<file path="config.mk">
export PLATFORM = sky130hd
export DESIGN_NAME = dcwg_top
export DESIGN_NICKNAME = d
export VERILOG_FILES = /design/src/rtl/dcwg_pkg.sv /design/src/rtl/dcwg_sync.sv /design/src/rtl/dcwg_top.sv
export SDC_FILE = /design/constraint.sdc
export NUM_CORES = 1
export LEC_CHECK = 0
export ABC_AREA = 1
export ABC_CLOCK_PERIOD_IN_PS = 1300
export BUFFER_PORTS_ARGS = -buffer_cell sky130_fd_sc_hd__buf_4
export CAP_MARGIN = 20
export CORE_MARGIN = 8
export CORE_UTILIZATION = 41
export CTS_BUF_LIST = sky130_fd_sc_hd__clkbuf_16
export CTS_CLUSTER_DIAMETER = 80
export DETAILED_ROUTE_END_ITERATION = 10
export HOLD_SLACK_MARGIN = 0.15
export PLACE_DENSITY = 0.86
export SLEW_MARGIN = 5
export SYNTH_ARGS = -nofsm -noshare
export SYNTH_HDL_FRONTEND = slang
export SYNTH_SLANG_ARGS = --single-unit
</file>
<file path="constraint.sdc">
create_clock -name ref_clk_in -period 1.3 [get_ports ref_clk_in]
set_input_delay 0.13 -clock ref_clk_in [delete_from_list [all_inputs] [get_ports ref_clk_in]]
set_output_delay 0.13 -clock ref_clk_in [all_outputs]
set_load 0.03 [all_outputs]
</file>
<file path="src/rtl/dcwg_pkg.sv">
// package of offsets, field positions and reset values for the debug control write guard
package dcwg_pkg;
  // ----------------------------------------------------------------
  // register map (byte addresses)
  // ----------------------------------------------------------------
  localparam logic [11:0] ADDR_CTRL_ONE = 12'h0100;  // debug_control_one
  localparam logic [11:0] ADDR_STATUS = 12'h0104;    // sticky event flags, read clears
  localparam logic [11:0] ADDR_MASK = 12'h0108;      // interrupt mask, same layout as status
  // ----------------------------------------------------------------
  // field positions of debug_control_one
  // ----------------------------------------------------------------
  localparam int BIT_ARM = 7;       // session-active bit
  localparam int BIT_FORCE_TRIGGER_BIT = 6;      // force_trigger_bit, write only
  localparam int CFG_HI = 5;        // top of the configuration field
  localparam int CFG_W = 6;         // width of the configuration field
  localparam int CTRL_W = 8;        // register width
  // ----------------------------------------------------------------
  // status and mask layout
  // ----------------------------------------------------------------
  localparam int EVT_W = 3;         // number of event flags
  localparam int EVT_DISARM = 0;    // hardware disarm seen
  localparam int EVT_REFUSED = 1;   // arm attempt refused
  localparam int EVT_BREAK = 2;     // breakpoint raised
  // ----------------------------------------------------------------
  // reset values
  // ----------------------------------------------------------------
  localparam logic [7:0] CTRL_RST = 8'h00;
  localparam logic [2:0] EVT_RST = 3'h0;
  localparam logic [31:0] RDATA_ZERO = 32'h0000_0000;
  // apb bus state
  typedef enum logic [1:0] {
    DCWG_IDLE = 2'b01,
    DCWG_ACC = 2'b10
  } dcwg_bus_e;
endpackage : dcwg_pkg

</file>
<file path="src/rtl/dcwg_sync.sv">
// two-flop synchroniser for event inputs from outside the clock domain
`timescale 1ns/10ps
module dcwg_sync #(
  parameter int W = 1
) (
  // clock and reset
  input wire logic ref_clk_in,
  input wire logic nrst_in,
  // data
  input wire logic [W-1:0] d_in,
  output logic [W-1:0] q_out
);
  logic [W-1:0] meta;  // first stage, read only by the second
  logic [W-1:0] next_meta;
  logic [W-1:0] next_q;
  // ----------------------------------------------------------------
  // next values
  // ----------------------------------------------------------------
  always_comb begin
    next_meta = d_in;
    next_q = meta;
  end
  // registers
  always_ff @(posedge ref_clk_in or negedge nrst_in) begin
    if (!nrst_in) begin
      meta <= '0;
      q_out <= '0;
    end else begin
      meta <= next_meta;
      q_out <= next_q;
    end
  end
endmodule : dcwg_sync

</file>
<file path="src/rtl/dcwg_top.sv">
// debug control write guard: apb register, write qualification, disarm priority, interrupt
//
// Local design decision: the APB register port.
`timescale 1ns/10ps
// Behaviour
// RULE1 - armed: only arm and trigger bits writable
// RULE2 - arm cannot be set while profiling active
// RULE3 - trigger bit writable, always reads zero
// RULE4 - config bits writable only disarmed, not profiling
// RULE5 - hardware disarm beats write, raises breakpoint
// RULE6 - software disarm leaves config bits unchanged
// RULE7 - reset clears arm bit
module dcwg_top (
  // clock and reset
  input wire logic ref_clk_in,
  input wire logic nrst_in,
  // apb slave
  input wire logic psel_in,
  input wire logic penable_in,
  input wire logic pwrite_in,
  input wire logic [11:0] paddr_in,
  input wire logic [31:0] pwdata_in,
  output logic [31:0] prdata_out,
  output logic pready_out,
  output logic pslverr_out,
  // debug module internals (asynchronous sources)
  input wire logic profiling_in_progress_in,
  input wire logic hw_disarm_in,
  input wire logic brk_enable_in,
  // debug module controls
  output logic armed_out,
  output logic force_trigger_bit_out,
  output logic [dcwg_pkg::CFG_W-1:0] cfg_out,
  output logic breakpoint_out,
  // interrupt
  output logic irq_out
);
  import dcwg_pkg::*;

  // ----------------------------------------------------------------
  // synchronised inputs
  // ----------------------------------------------------------------
  logic [2:0] sync_q;   // {brk enable, disarm, profiling}
  logic prof_act;       // profiling active, synchronised
  logic disarm_lvl;     // disarm level, synchronised
  logic disarm_d;       // delayed copy for edge detect
  logic disarm_ev;      // one-cycle hardware disarm event
  logic brk_en;         // breakpoint enable, synchronised

  // the three sources belong to other parts of the debug module that may sit on
  // another clock, so each passes two flops; disarm and profiling therefore act
  // two cycles late, which software cannot observe over the bus
  dcwg_sync #(.W(3)) dcwg_sync_i (
    .ref_clk_in(ref_clk_in),
    .nrst_in(nrst_in),
    .d_in({brk_enable_in, hw_disarm_in, profiling_in_progress_in}),
    .q_out(sync_q)
  );

  // bundle order: bit 0 profiling, bit 1 disarm, bit 2 breakpoint enable
  assign prof_act = sync_q[0];
  assign disarm_lvl = sync_q[1];
  assign brk_en = sync_q[2];
  // rising edge only, so a held disarm does not keep refusing arming
  assign disarm_ev = disarm_lvl & ~disarm_d;
  // limitation: the disarm source must stay high for two clock periods or the
  // synchroniser may miss it, and it must fall again before a new event counts

  // ----------------------------------------------------------------
  // apb decode
  // ----------------------------------------------------------------
  dcwg_bus_e state;       // bus phase tracker
  dcwg_bus_e next_state;
  logic acc;              // access phase qualified
  logic wr_ctrl;          // write strobe to control register
  logic rd_stat;          // read of status, clears it
  logic wr_mask;          // write strobe to mask
  logic mapped;           // address hits a register

  // address match used by several strobes; one comparator shape for every
  // decode, so a new register costs one line
  function automatic logic hit(input logic [11:0] a, input logic [11:0] r);
    hit = (a == r);
  endfunction : hit

  // the slave never stretches a transfer, so access phase and ready coincide
  assign acc = psel_in & penable_in;
  assign mapped = hit(paddr_in, ADDR_CTRL_ONE) | hit(paddr_in, ADDR_STATUS) | hit(paddr_in, ADDR_MASK);
  assign wr_ctrl = acc & pwrite_in & hit(paddr_in, ADDR_CTRL_ONE);
  assign wr_mask = acc & pwrite_in & hit(paddr_in, ADDR_MASK);
  assign rd_stat = acc & ~pwrite_in & hit(paddr_in, ADDR_STATUS);
  // zero wait states; unmapped addresses answer with an error
  assign pready_out = acc;
  assign pslverr_out = acc & ~mapped;

  // bus phase tracking; the assertions use it to check that every access
  // phase was preceded by its setup cycle
  always_comb begin
    next_state = state;
    case (state)
      DCWG_IDLE: begin
        if (psel_in && !penable_in) begin
          next_state = DCWG_ACC;
        end
      end
      DCWG_ACC: begin
        if (acc) begin
          next_state = DCWG_IDLE;
        end
      end
      default: begin
        next_state = DCWG_IDLE;
      end
    endcase
  end

  // ----------------------------------------------------------------
  // control register with write qualification
  // ----------------------------------------------------------------
  logic arm;                       // session-active bit
  logic force_trigger_bit;                      // one-cycle force trigger pulse
  logic [CFG_W-1:0] cfg;           // configuration bits
  logic brk;                       // breakpoint pulse
  logic next_arm;
  logic next_force_trigger_bit;
  logic [CFG_W-1:0] next_cfg;
  logic next_brk;
  logic refused;                   // arm attempt blocked this cycle
  logic [CTRL_W-1:0] wd;           // write data byte

  assign wd = pwdata_in[CTRL_W-1:0];

  // one decision per cycle: hardware disarm first, then the software write;
  // the trigger pulse sits outside that chain so a write never loses it,
  // even when a disarm takes the arm bit in the same cycle
  always_comb begin
    next_arm = arm;
    next_cfg = cfg;
    next_force_trigger_bit = 1'b0;
    next_brk = 1'b0;
    refused = 1'b0;
    if (disarm_ev) begin
      // hardware disarm wins over any write in the same cycle
      next_arm = 1'b0;                                      // RULE5
      next_brk = brk_en;                                    // RULE5
    end else if (wr_ctrl) begin
      // arm may be written while armed; setting blocked by profiling
      if (wd[BIT_ARM] && prof_act) begin
        refused = 1'b1;                                     // RULE2
      end else begin
        next_arm = wd[BIT_ARM];                             // RULE1
      end
      // config only while disarmed beforehand and not profiling, so a
      // software disarm leaves the field as it was
      if (!arm && !prof_act) begin
        next_cfg = wd[CFG_HI:0];                            // RULE4 RULE6
      end
    end
    // trigger accepted at any time, even alongside a disarm
    if (wr_ctrl) begin
      next_force_trigger_bit = wd[BIT_FORCE_TRIGGER_BIT];                             // RULE3 RULE1
    end
  end

  // ----------------------------------------------------------------
  // interrupt flags: set wins over read-clear
  // ----------------------------------------------------------------
  logic [EVT_W-1:0] stat;
  logic [EVT_W-1:0] mask;
  logic [EVT_W-1:0] next_stat;
  logic [EVT_W-1:0] next_mask;
  logic [EVT_W-1:0] evt;

  // read-clear is applied before the or with new events, so an event that
  // lands in the read cycle survives until the next read
  always_comb begin
    evt = '0;
    evt[EVT_DISARM] = disarm_ev;
    evt[EVT_REFUSED] = refused;
    evt[EVT_BREAK] = next_brk;
    next_stat = (rd_stat ? '0 : stat) | evt;
    next_mask = wr_mask ? pwdata_in[EVT_W-1:0] : mask;
  end

  // ----------------------------------------------------------------
  // read data
  // ----------------------------------------------------------------
  logic [31:0] next_rdata;   // read word for the current access
  // decoded straight from the registers so that zero wait states still return
  // current data; the cost is a combinational path from paddr to prdata

  always_comb begin
    next_rdata = RDATA_ZERO;
    if (acc && !pwrite_in) begin
      if (hit(paddr_in, ADDR_CTRL_ONE)) begin
        // trigger bit always reads as zero
        next_rdata[BIT_ARM] = arm;                          // RULE3
        next_rdata[CFG_HI:0] = cfg;
      end else if (hit(paddr_in, ADDR_STATUS)) begin
        next_rdata[EVT_W-1:0] = stat;
      end else if (hit(paddr_in, ADDR_MASK)) begin
        next_rdata[EVT_W-1:0] = mask;
      end
    end
  end

  // read data must be valid in the access cycle itself
  assign prdata_out = next_rdata;

  // ----------------------------------------------------------------
  // registers
  // ----------------------------------------------------------------
  // one register process for all bus, control and flag state
  always_ff @(posedge ref_clk_in or negedge nrst_in) begin
    if (!nrst_in) begin
      state <= DCWG_IDLE;
      arm <= CTRL_RST[BIT_ARM];                             // RULE7
      cfg <= CTRL_RST[CFG_HI:0];
      force_trigger_bit <= 1'b0;
      brk <= 1'b0;
      stat <= EVT_RST;
      mask <= EVT_RST;
      disarm_d <= 1'b0;
    end else begin
      state <= next_state;
      arm <= next_arm;
      cfg <= next_cfg;
      force_trigger_bit <= next_force_trigger_bit;
      brk <= next_brk;
      stat <= next_stat;
      mask <= next_mask;
      disarm_d <= disarm_lvl;
    end
  end

  // control outputs come straight from flops; only the interrupt adds an
  // and-or of two registers, which keeps it glitch-light and level only,
  // so the consumer must not treat it as an edge
  assign armed_out = arm;
  assign force_trigger_bit_out = force_trigger_bit;
  assign cfg_out = cfg;
  assign breakpoint_out = brk;
  assign irq_out = |(stat & mask);

  // ----------------------------------------------------------------
  // assertions
  // ----------------------------------------------------------------
  a_cfg_locked_armed: assert property (@(posedge ref_clk_in) disable iff (!nrst_in) // RULE1
    (arm || prof_act) |=> $stable(cfg)) else $error("config changed while locked");
  a_no_arm_profiling: assert property (@(posedge ref_clk_in) disable iff (!nrst_in) // RULE2
    (prof_act && !arm) |=> !arm) else $error("armed during profiling");
  a_force_trigger_bit_reads_zero: assert property (@(posedge ref_clk_in) disable iff (!nrst_in) // RULE3
    (acc && !pwrite_in && paddr_in == ADDR_CTRL_ONE) |-> !prdata_out[BIT_FORCE_TRIGGER_BIT])
    else $error("trigger bit read nonzero");
  a_force_trigger_bit_pulse: assert property (@(posedge ref_clk_in) disable iff (!nrst_in) // RULE3
    (wr_ctrl && wd[BIT_FORCE_TRIGGER_BIT]) |=> force_trigger_bit_out ##1 !force_trigger_bit_out)
    else $error("trigger not a single pulse");
  a_cfg_write_open: assert property (@(posedge ref_clk_in) disable iff (!nrst_in) // RULE4
    (wr_ctrl && !arm && !prof_act && !disarm_ev) |=> cfg == $past(wd[CFG_HI:0]))
    else $error("config write lost");
  a_disarm_wins: assert property (@(posedge ref_clk_in) disable iff (!nrst_in) // RULE5
    disarm_ev |=> !arm && (breakpoint_out == $past(brk_en)))
    else $error("hardware disarm lost");
  a_sw_disarm_keep: assert property (@(posedge ref_clk_in) disable iff (!nrst_in) // RULE6
    (wr_ctrl && arm && !wd[BIT_ARM]) |=> $stable(cfg))
    else $error("config altered by disarm");
  a_irq_level: assert property (@(posedge ref_clk_in) disable iff (!nrst_in) // RULE5
    disarm_ev && mask[EVT_DISARM] |=> irq_out)
    else $error("interrupt missing");
  a_reset_disarmed: assert property (@(posedge ref_clk_in) // RULE7
    $rose(nrst_in) |-> !arm) else $error("armed after reset");
  // ----------------------------------------------------------------
  // bus protocol checks
  // ----------------------------------------------------------------
  a_setup_first: assert property (@(posedge ref_clk_in) disable iff (!nrst_in)
    acc |-> (state == DCWG_ACC)) else $error("access without setup");
  a_slverr_unmapped: assert property (@(posedge ref_clk_in) disable iff (!nrst_in)
    (acc && !mapped) |-> (pslverr_out && (prdata_out == RDATA_ZERO)))
    else $error("unmapped access not flagged");
  a_prdata_idle: assert property (@(posedge ref_clk_in) disable iff (!nrst_in)
    (!acc || pwrite_in) |-> (prdata_out == RDATA_ZERO)) else $error("read data outside read access");
  // ----------------------------------------------------------------
  // further control checks
  // ----------------------------------------------------------------
  a_arm_clear_ok: assert property (@(posedge ref_clk_in) disable iff (!nrst_in) // RULE1
    (wr_ctrl && !wd[BIT_ARM]) |=> !arm) else $error("arm clear lost");
  a_arm_set_path: assert property (@(posedge ref_clk_in) disable iff (!nrst_in) // RULE2
    $rose(arm) |-> ($past(wr_ctrl) && !$past(prof_act))) else $error("arm set without a legal write");
  a_refuse_flag: assert property (@(posedge ref_clk_in) disable iff (!nrst_in) // RULE2
    (wr_ctrl && wd[BIT_ARM] && prof_act && !disarm_ev) |=> stat[EVT_REFUSED])
    else $error("refused arm not flagged");
  a_force_trigger_bit_after_write: assert property (@(posedge ref_clk_in) disable iff (!nrst_in) // RULE3
    force_trigger_bit_out |-> $past(wr_ctrl)) else $error("trigger without a write");
  a_disarm_keeps_cfg: assert property (@(posedge ref_clk_in) disable iff (!nrst_in) // RULE5
    disarm_ev |=> $stable(cfg)) else $error("config written during disarm");
  a_brk_needs_en: assert property (@(posedge ref_clk_in) disable iff (!nrst_in) // RULE5
    breakpoint_out |-> ($past(disarm_ev) && $past(brk_en))) else $error("breakpoint without enabled disarm");
  // ----------------------------------------------------------------
  // flag checks: set wins over read-clear, mask taken as written
  // ----------------------------------------------------------------
  a_stat_set_wins: assert property (@(posedge ref_clk_in) disable iff (!nrst_in) // RULE5
    (rd_stat && disarm_ev) |=> stat[EVT_DISARM]) else $error("disarm flag lost to read");
  a_stat_read_clear: assert property (@(posedge ref_clk_in) disable iff (!nrst_in)
    (rd_stat && !disarm_ev) |=> (stat == EVT_RST)) else $error("status not cleared by read");
  a_mask_write: assert property (@(posedge ref_clk_in) disable iff (!nrst_in)
    wr_mask |=> (mask == $past(pwdata_in[EVT_W-1:0]))) else $error("mask write lost");
endmodule : dcwg_top

</file>
==> flow_summary.json, run 1 <==
{
  "remaining_drc_errors": 0,
  "worst_setup_path_end_kind": "output port",
  "syn_area_per_cell_sq_um": 8.08,
  "cp_slowest_cell": "dfrtp_1",
  "routedWlPerCell_um": 12.6,
  "whs_ps": 247,
  "synthArstFlopShare_pct": 100,
  "dieArea_sq_um": 5380,
  "start_util_pct": 41.4,
  "clk_pin_slew_ps": 60,
  "period_needed_ps": 1330,
  "grt_pass1_wl_um": 5480,
  "pwr_density_cell_nw_per_um2": 859,
  "pwr-share-clk_pct": 38.5,
  "wl_um": 3520,
  "antenna_cells": 0,
  "syn_to_final_growth_pct": 47.1,
  "grt_use_total_pct": 12.7,
  "netSwitchingPower_w": 0.000473,
  "place_ws_ps": -113,
  "grt-ovfl-total": 0,
  "crit_chain": "inv_2 -> a31oi_1 -> nand3_1 -> a21oi_2 -> buf_6",
  "setup_violations": 3,
  "ant_nets": 0,
  "placed_area_sq_um": 1680,
  "ys_seq_elements": 22,
  "violations": "negative setup slack",
  "yosysTopAreaCell": "dfrtp_1",
  "cap_violations": 0,
  "clkSinkCount": 22,
  "synth_area_sq_um": 1350,
  "place.gp.congestion": 0.826,
  "htree_levels": 1,
  "cts_buffers": 3,
  "ys_types": 25,
  "path_max_fanout": 2,
  "worst-endpoint-required_ps": 1170,
  "die_h_um": 73.4,
  "dp_hpwl_um": 2620,
  "row_count": 21,
  "first_pass_iters": 4,
  "internal_power_w": 0.00123,
  "tns_ps": -52.4,
  "comb_power_share_pct": 19.5,
  "ios": 96,
  "cp.arrival_ps": 1200,
  "synthFlopType": "dfrtp_1",
  "startpoint_type": "flop",
  "skew_ps": 5.81,
  "via_per_inst": 4.38,
  "setup_slack_ps": -27.5,
  "r2r_cells": 6,
  "synth_top_area_share_pct": 40.8,
  "cts_root_buffer": "clkbuf_16",
  "fmax_mhz": 753,
  "drive_above_1_share_pct": 38.5,
  "fin_nets": 287,
  "period_share_pct": 102,
  "hold_viol_final": 0,
  "synth-edff-count": 0,
  "cts_buffer_depth": 2,
  "leakage_nw": 1.04,
  "rsz0062_at_grt": "yes",
  "status": "finished with violations",
  "core_sq_um": 3260,
  "antenna_found_initial": 0,
  "drtIter0Drc": 35,
  "insertion_delay_ps": 260,
  "yosysWarnings": 0,
  "port_buffers": 46,
  "worst_path_largest_cell_delay_ps": 350,
  "die_w_um": 73.4,
  "tritoncts": "done",
  "grt_max_degree": 23,
  "whs_path_depth": 5,
  "finalMaxSlewViolations": 0,
  "crit_type": "reg2out",
  "postSynthCellCount": 167,
  "yosysSeqAreaShare_pct": 40.8,
  "synthTopCellsByArea": "dfrtp_1 41%, buf_4 14%, nand2_1 10%, inv_1 4.7%, nor2_1 4.7%",
  "ir_worst_vdd_mv": 0.746,
  "hold_path.class": "in2reg",
  "nFillCells": 298,
  "first_global_vias": 1237,
  "seq_power_share_pct": 42.0,
  "sw_frac_of_total_pct": 27.8,
  "vias": 1227,
  "fin_area_sq_um": 1980
}
-- registers in the layout, summed over array words and instances, names as in the netlist --
register,cells
breakpoint_out,1
stat,3
armed_out,1
mask,3
disarm_d,1
force_trigger_bit_out,1
cfg_out,6
dcwg_sync_i.meta,3
dcwg_sync_i.q_out,3
-- worst max-delay path, delay by kind of cell, from the launching register on --
| kind | cells | cell delay [ps] |
|---|---|---|
| DFF | 1 | 350 |
| AOI/OAI and AO/OA | 2 | 310 |
| buffers and inverters | 2 | 180 |
| and+or+nand+nor | 1 | 100 |
-- cells by family (layout without fill, tap and decap cells) --
kind of cell	count (synthesis)	in the layout	synth area share, %
compound gates	17	17	7.70
other cells	1	25	0.278
buf+inv	46	89	20.3
flops	22	22	40.8
simple gates	81	81	30.9
-- cell usage after synthesis, drive strengths merged (3+ instances only) --
library cell and instances:
a31oi 3, o21ai 8, o211ai 3, nand2 40
buf 26, nand3b 3, a21oi 3, inv 20
nand3 13, nor2 21, nor3 3, dfrtp 22
-- layout by cell type (no fill, tap or decap) --
cell type,synthesis,routed
inv_1,17,14
conb_1,1,25
buf_4,25,48
o211ai_1,3,3
nand2_4,1,2
nand2_1,37,35
nor2_1,17,9
o21ai_2,2,2
inv_2,3,6
nand3_2,1,1
nand3b_1,3,3
nor2_4,2,3
o21ai_0,3,3
clkinv_1,0,1
nand2_2,2,3
nor2_2,1,8
nor3_4,2,2
nand4_1,1,1
a31oi_1,3,3
nand3_1,12,12
buf_12,0,1
clkbuf_16,0,4
nor2_8,1,1
nor3_2,1,1
buf_6,1,4
o21ai_1,3,3
dfrtp_2,0,1
a21oi_2,0,3
dlygate4sd3_1,0,11
dfrtp_1,22,21
-- stage by stage --
stage / power [W] / utilization [%] / cells
after global placement: 0.00101 / 51.5 / 260
after global routing: 0.00177 / 60.9 / 280
final: 0.00170 / 60.9 / 280
after floorplan: 0.000956 / - / 191
after CTS: 0.00170 / 58.4 / 277
after detailed placement: 0.00102 / 51.5 / 260
-- metal layers --
metal	global-route usage, %	up-vias	share of wire (%)
li1	-	617	-
met1	13.7	556	37
met2	21.4	45	50
met3	4.64	9	9.7
met4	6.21	0	2.6
met5	0	-	0
-- power groups by stage --
stage	combinational, W	clock (W)	sequential (W)
after detailed placement	0.000291	0	0.000727
final	0.000333	0.000656	0.000716
after floorplan	0.000219	0	0.000737
after CTS	0.000319	0.000670	0.000715
after global routing	0.000361	0.000688	0.000717
after global placement	0.000287	0	0.000726
-- worst paths after layout --
| path | slack (ps) | startpoint | to |
|---|---|---|---|
| min in group asynchronous | 290 | nrst_in | dcwg_sync_i.meta[0]$_DFF_PN0_ |
| max reg2reg | 80 | dcwg_sync_i.q_out[1]$_DFF_PN0_ | cfg_out[1]$_DFFE_PN0P_ |
| min | 250 | pwdata_in[7] | armed_out$_DFFE_PN0P_ |
| max in group asynchronous | 770 | nrst_in | armed_out$_DFFE_PN0P_ |
| max | -30 | mask[1]$_DFFE_PN0P_ | prdata_out[1] |
| min reg2reg | 350 | dcwg_sync_i.meta[2]$_DFF_PN0_ | dcwg_sync_i.q_out[2]$_DFF_PN0_ |
-- what timing repair did --
action | 4_1_cts | 5_1_grt
hold buffers | 11 | 0
hold endpoints to repair | 35 | 0
cloned | 0 | 1
pin swaps | 5 | 8
setup buffers | 2 | 2
setup endpoints to repair | 8 | 12
resized for setup | 5 | 15
-- final cells by class --
type,instances,area (sq um),area share (%)
Clock inverter,1,3.75,0.189
Clock buffer,3,75.1,3.78
Sequential cell,22,552,27.8
Multi-Input combinational cell,123,661,33.3
Timing Repair Buffer,65,561,28.2
Tap cell,46,57.6,2.90
Inverter,20,75.1,3.78
No activity file was read; power rests on OpenSTA's default activity.
==> run 2, diff against run 1 <==
==> constraint.sdc (replaced) <==
create_clock -name ref_clk_in -period 1.3 [get_ports ref_clk_in]
set_input_delay 0.13 -clock ref_clk_in [delete_from_list [all_inputs] [get_ports ref_clk_in]]
set_output_delay 0.13 -clock ref_clk_in [all_outputs]
set_load 0.005 [all_outputs]
==> flow_summary.json, run 2 (synthesis results as in run 1) <==
{
  "clk_pin_slew_ps": 50,
  "rr_startpoint": "armed_out$_DFFE_PN0P_",
  "vias": 1242,
  "core_sq_um": 3260,
  "cts_buffers": 3,
  "cap_violations": 0,
  "grt_max_degree": 23,
  "place_inst": 259,
  "hold_viol_final": 0,
  "final_common_cell": "buf_4",
  "fin_nets": 284,
  "die_h_um": 73.4,
  "fmax_mhz": 762,
  "rsz0062_at_grt": "yes",
  "insertion_delay_ps": 250,
  "cts_buffer_depth": 2,
  "ant_nets": 0,
  "nFillCells": 302,
  "row_count": 21,
  "drtIter0Drc": 32,
  "pwr_density_cell_nw_per_um2": 825,
  "hold_path.class": "in2reg",
  "port_buffers": 46,
  "tns_ps": -12.3,
  "first_pass_iters": 4,
  "dp_hpwl_um": 2670,
  "leakage_nw": 1.00,
  "grt_use_total_pct": 12.6,
  "cp.arrival_ps": 1180,
  "place.gp.congestion": 0.850,
  "fin_area_sq_um": 1890,
  "status": "finished with violations",
  "cts_root_buffer": "clkbuf_16",
  "clkSinkCount": 22,
  "die_w_um": 73.4,
  "finalMaxSlewViolations": 0,
  "syn_to_final_growth_pct": 40.2,
  "dieArea_sq_um": 5380,
  "fin_util_pct": 58.0,
  "ios": 96,
  "crit_end": "prdata_out[1]",
  "crit_type": "reg2out",
  "antenna_found_initial": 0,
  "largest_reg_flops": 6,
  "skew_ps": 2.89,
  "ir_worst_vdd_mv": 0.676,
  "setup_violations": 1,
  "first_global_vias": 1244,
  "period_needed_ps": 1310,
  "path_max_fanout": 2,
  "grt-ovfl-total": 0,
  "worst_setup_path_end_kind": "output port",
  "antenna_cells": 0,
  "routedWlPerCell_um": 12.8,
  "grt_pass1_wl_um": 5520,
  "crit_start": "mask[1]$_DFFE_PN0P_",
  "via_per_inst": 4.50,
  "final_cell_mix": "50 x buf_4, 37 x nand2_1, 25 x conb_1",
  "tritoncts": "done",
  "r2r_cells": 4,
  "startpoint_type": "flop",
  "period_share_pct": 101,
  "drive_above_1_share_pct": 33.0,
  "regToRegSetupSlack_ps": 90,
  "wl_um": 3530,
  "violations": "negative setup slack",
  "remaining_drc_errors": 0,
  "fin_cells": 276,
  "setup_slack_ps": -12.3,
  "worst-endpoint-required_ps": 1170,
  "rr_endpoint": "cfg_out[0]$_DFFE_PN0P_",
  "start_util_pct": 41.4,
  "placed_area_sq_um": 1660,
  "htree_levels": 1
}
## run 2: cell types whose count changed in the layout (fill, tap and decap cells not counted), moves of 2 or more
cell	delta
buf_6	-4
nor2_2	-5
buf_4	+2
nand2_1	+2
nor2_1	+6
## run 2: through the flow
stage               power, W  setup WS, ps  hold slack, ps
floorplan           0.000856           139            -166
global placement    0.000914         -56.4            30.3
detailed placement  0.000919         -63.6            32.2
CTS                  0.00157          4.84             237
global route         0.00163         -65.0             252
finish               0.00156         -12.3             241
## run 2: worst min path at each step
stage                  from  slack (ps)  depth (start not counted)                        endpoint
2_1_floorplan       nrst_in        -170                          0           armed_out$_DFFE_PN0P_
3_3_place_gp        nrst_in          30                          1   dcwg_sync_i.meta[0]$_DFF_PN0_
3_5_place_dp        nrst_in          30                          1  dcwg_sync_i.q_out[0]$_DFF_PN0_
4_1_cts        pwdata_in[7]         240                          5           armed_out$_DFFE_PN0P_
5_1_grt        pwdata_in[7]         250                          5           armed_out$_DFFE_PN0P_
6_report       pwdata_in[7]         240                          5           armed_out$_DFFE_PN0P_
## run 2: report_power, final
group	total (W)	internal [W]	switching [W]
clock	0.000620	0.000405	0.000215
combinational	0.000224	0.000110	0.000115
sequential	0.000715	0.000702	0.0000131
total	0.00156	0.00122	0.000343
## run 2: cell type report
class,instances,area (sq um),area share (%)
Clock buffer,3,75.1,3.97
Inverter,20,75.1,3.97
Multi-Input combinational cell,123,627,33.2
Sequential cell,22,551,29.1
Tap cell,46,57.6,3.04
Timing Repair Buffer,62,505,26.7
## run 2: layer usage
layer / vias up / share of wire (%) / global-route usage [%] / wire length, um
met5: - / 0 / 0 / 0
met4: 0 / 1.1 / 3.33 / 38
met3: 7 / 9.2 / 3.96 / 325
met2: 48 / 54 / 23.4 / 1910
met1: 583 / 36 / 13.2 / 1260
li1: 604 / - / - / -
## run 2: repair_timing
item,CTS,global route
resized for setup,0,6
setup buffers,1,2
endpoints found under the hold margin,35,0
pin swaps,1,4
endpoints found under the setup margin,4,11
hold buffers,11,0
## run 2: critical path, stage by stage (launching register included)
cell     delay (ps)
dfrtp_1         370
inv_2            50
a31oi_1         140
nand3_1         120
a21oi_2         140
buf_4           120
==> run 3, diff against run 2 <==
--- a/config.mk
+++ b/config.mk
@@ -9,6 +9,7 @@
 export ABC_CLOCK_PERIOD_IN_PS = 1300
 export BUFFER_PORTS_ARGS = -buffer_cell sky130_fd_sc_hd__buf_4
 export CAP_MARGIN = 20
+export CORE_ASPECT_RATIO = 0.5
 export CORE_MARGIN = 8
 export CORE_UTILIZATION = 41
 export CTS_BUF_LIST = sky130_fd_sc_hd__clkbuf_16
==> flow_summary.json, run 3 (synthesis results as in run 1) <==
{
  "worst-endpoint-required_ps": 1170,
  "grt-ovfl-total": 0,
  "skew_ps": 4.75,
  "dp_hpwl_um": 2830,
  "grt_pass1_wl_um": 6220,
  "ant_nets": 0,
  "place.gp.congestion": 0.839,
  "grt_max_degree": 23,
  "drtIter0Drc": 93,
  "pwr-share-clk_pct": 40.1,
  "final_common_cell": "buf_4",
  "tritoncts": "done",
  "drive_above_1_share_pct": 35.2,
  "port_buffers": 46,
  "remaining_drc_errors": 0,
  "placed_area_sq_um": 1670,
  "violations": "negative setup slack",
  "clk_pin_slew_ps": 60,
  "cts_root_buffer": "clkbuf_16",
  "seq_power_share_pct": 45.3,
  "fmax_mhz": 738,
  "hold_viol_final": 0,
  "r2r_cells": 4,
  "comb_power_share_pct": 14.6,
  "htree_levels": 1,
  "pwr_density_cell_nw_per_um2": 827,
  "cp.arrival_ps": 1230,
  "clkSinkCount": 22,
  "dr_wl_met3_um": 375,
  "ir_worst_vdd_mv": 0.844,
  "first_pass_iters": 4,
  "nFillCells": 230,
  "hold_start": "pwdata_in[7]",
  "top_signal_layer_used": "met4",
  "whs_ps": 266,
  "setup_slack_ps": -55.8,
  "status": "finished with violations",
  "whs_path_depth": 5,
  "hold_path.class": "in2reg",
  "sw_frac_of_total_pct": 22.8,
  "routedWlPerCell_um": 14.4,
  "power_w": 0.00158,
  "via_per_inst": 4.77,
  "internal_power_w": 0.00122,
  "cts_buffer_depth": 2,
  "wl_met2_um": 2030,
  "grt_use_total_pct": 13.6,
  "fin_nets": 287,
  "crit_type": "reg2out",
  "first_global_vias": 1369,
  "netSwitchingPower_w": 0.000360,
  "rr_endpoint": "cfg_out[2]$_DFFE_PN0P_",
  "crit_start": "mask[2]$_DFFE_PN0P_",
  "finalMaxSlewViolations": 0,
  "rsz0062_at_grt": "yes",
  "die_w_um": 97.1,
  "core_sq_um": 3070,
  "leakage_nw": 1.01,
  "path_max_fanout": 2,
  "cap_violations": 0,
  "insertion_delay_ps": 250,
  "fin_area_sq_um": 1910,
  "largest_reg_flops": 6,
  "syn_to_final_growth_pct": 41.4,
  "dieArea_sq_um": 5490,
  "vias": 1302,
  "startpoint_type": "flop",
  "ios": 96,
  "start_util_pct": 44.0,
  "cts_buffers": 3,
  "period_needed_ps": 1360,
  "row_count": 14,
  "setup_violations": 3,
  "wl_um": 3940,
  "antenna_found_initial": 0,
  "regToRegSetupSlack_ps": 10,
  "die_h_um": 56.6,
  "final_cell_mix": "53 x buf_4, 37 x nand2_1, 25 x conb_1",
  "period_share_pct": 104,
  "antenna_cells": 0,
  "rr_startpoint": "armed_out$_DFFE_PN0P_",
  "min_to": "armed_out$_DFFE_PN0P_",
  "wl_met1_um": 1430,
  "worst_setup_path_end_kind": "output port"
}
-- run 3: layout make-up --
type / count / area (sq um) / area share (%)
tap: 40 / 50.0 / 2.62
timing repair buffer: 65 / 519 / 27.2
sequential: 22 / 551 / 28.9
clock buffer: 3 / 75.1 / 3.94
inverter: 20 / 75.1 / 3.94
multi-input combinational: 123 / 637 / 33.4
-- run 3: worst max-delay path: stages (launching register included) --
cell     delay (ps)
dfrtp_1         380
inv_2            50
a31oi_1         160
nand3_1         120
a21oi_2         140
buf_4           120
-- run 3: worst max-delay path by stage --
stage / to / slack (ps) / depth (start not counted)
global placement: prdata_out[0] / 90 / 8
finish: prdata_out[2] / -60 / 5
CTS: prdata_out[2] / -30 / 5
floorplan: cfg_out[0]$_DFFE_PN0P_ / 140 / 4
detailed placement: cfg_out[5]$_DFFE_PN0P_ / 30 / 8
global route: prdata_out[2] / -110 / 5
-- run 3: what timing repair did --
item                                    4_1_cts  5_1_grt
hold endpoints to repair                     34        0
resized for setup                             2        8
pin swaps                                     2        5
cloned                                        0        0
endpoints found under the setup margin        2        9
setup buffers                                 0        4
hold buffers                                 11        0
-- run 3: power groups by stage --
stage / Sequential (W) / Clock, W / Combinational [W]
final: 0.000715 / 0.000632 / 0.000230
after global routing: 0.000717 / 0.000664 / 0.000255
after CTS: 0.000715 / 0.000627 / 0.000222
after detailed placement: 0.000726 / 0 / 0.000193
after global placement: 0.000726 / 0 / 0.000187
after floorplan: 0.000726 / 0 / 0.000130
-- run 3: through the flow --
step	setup slack, ps	utilization, %	std cells	TNS [ps]
3_3_place_gp	91.4	54.3	255	0
2_1_floorplan	139	-	191	0
4_1_cts	-25.6	60.5	269	-25.6
6_report	-55.8	62.2	273	-108
5_1_grt	-112	62.2	273	-291
3_5_place_dp	27.9	54.3	255	0
-- run 3: per-layer routing --
layer	vias up	GRT usage, %
met1	605	12.9
met2	75	26.4
li1	610	-
met4	0	4.34
met3	12	5.37
met5	-	0
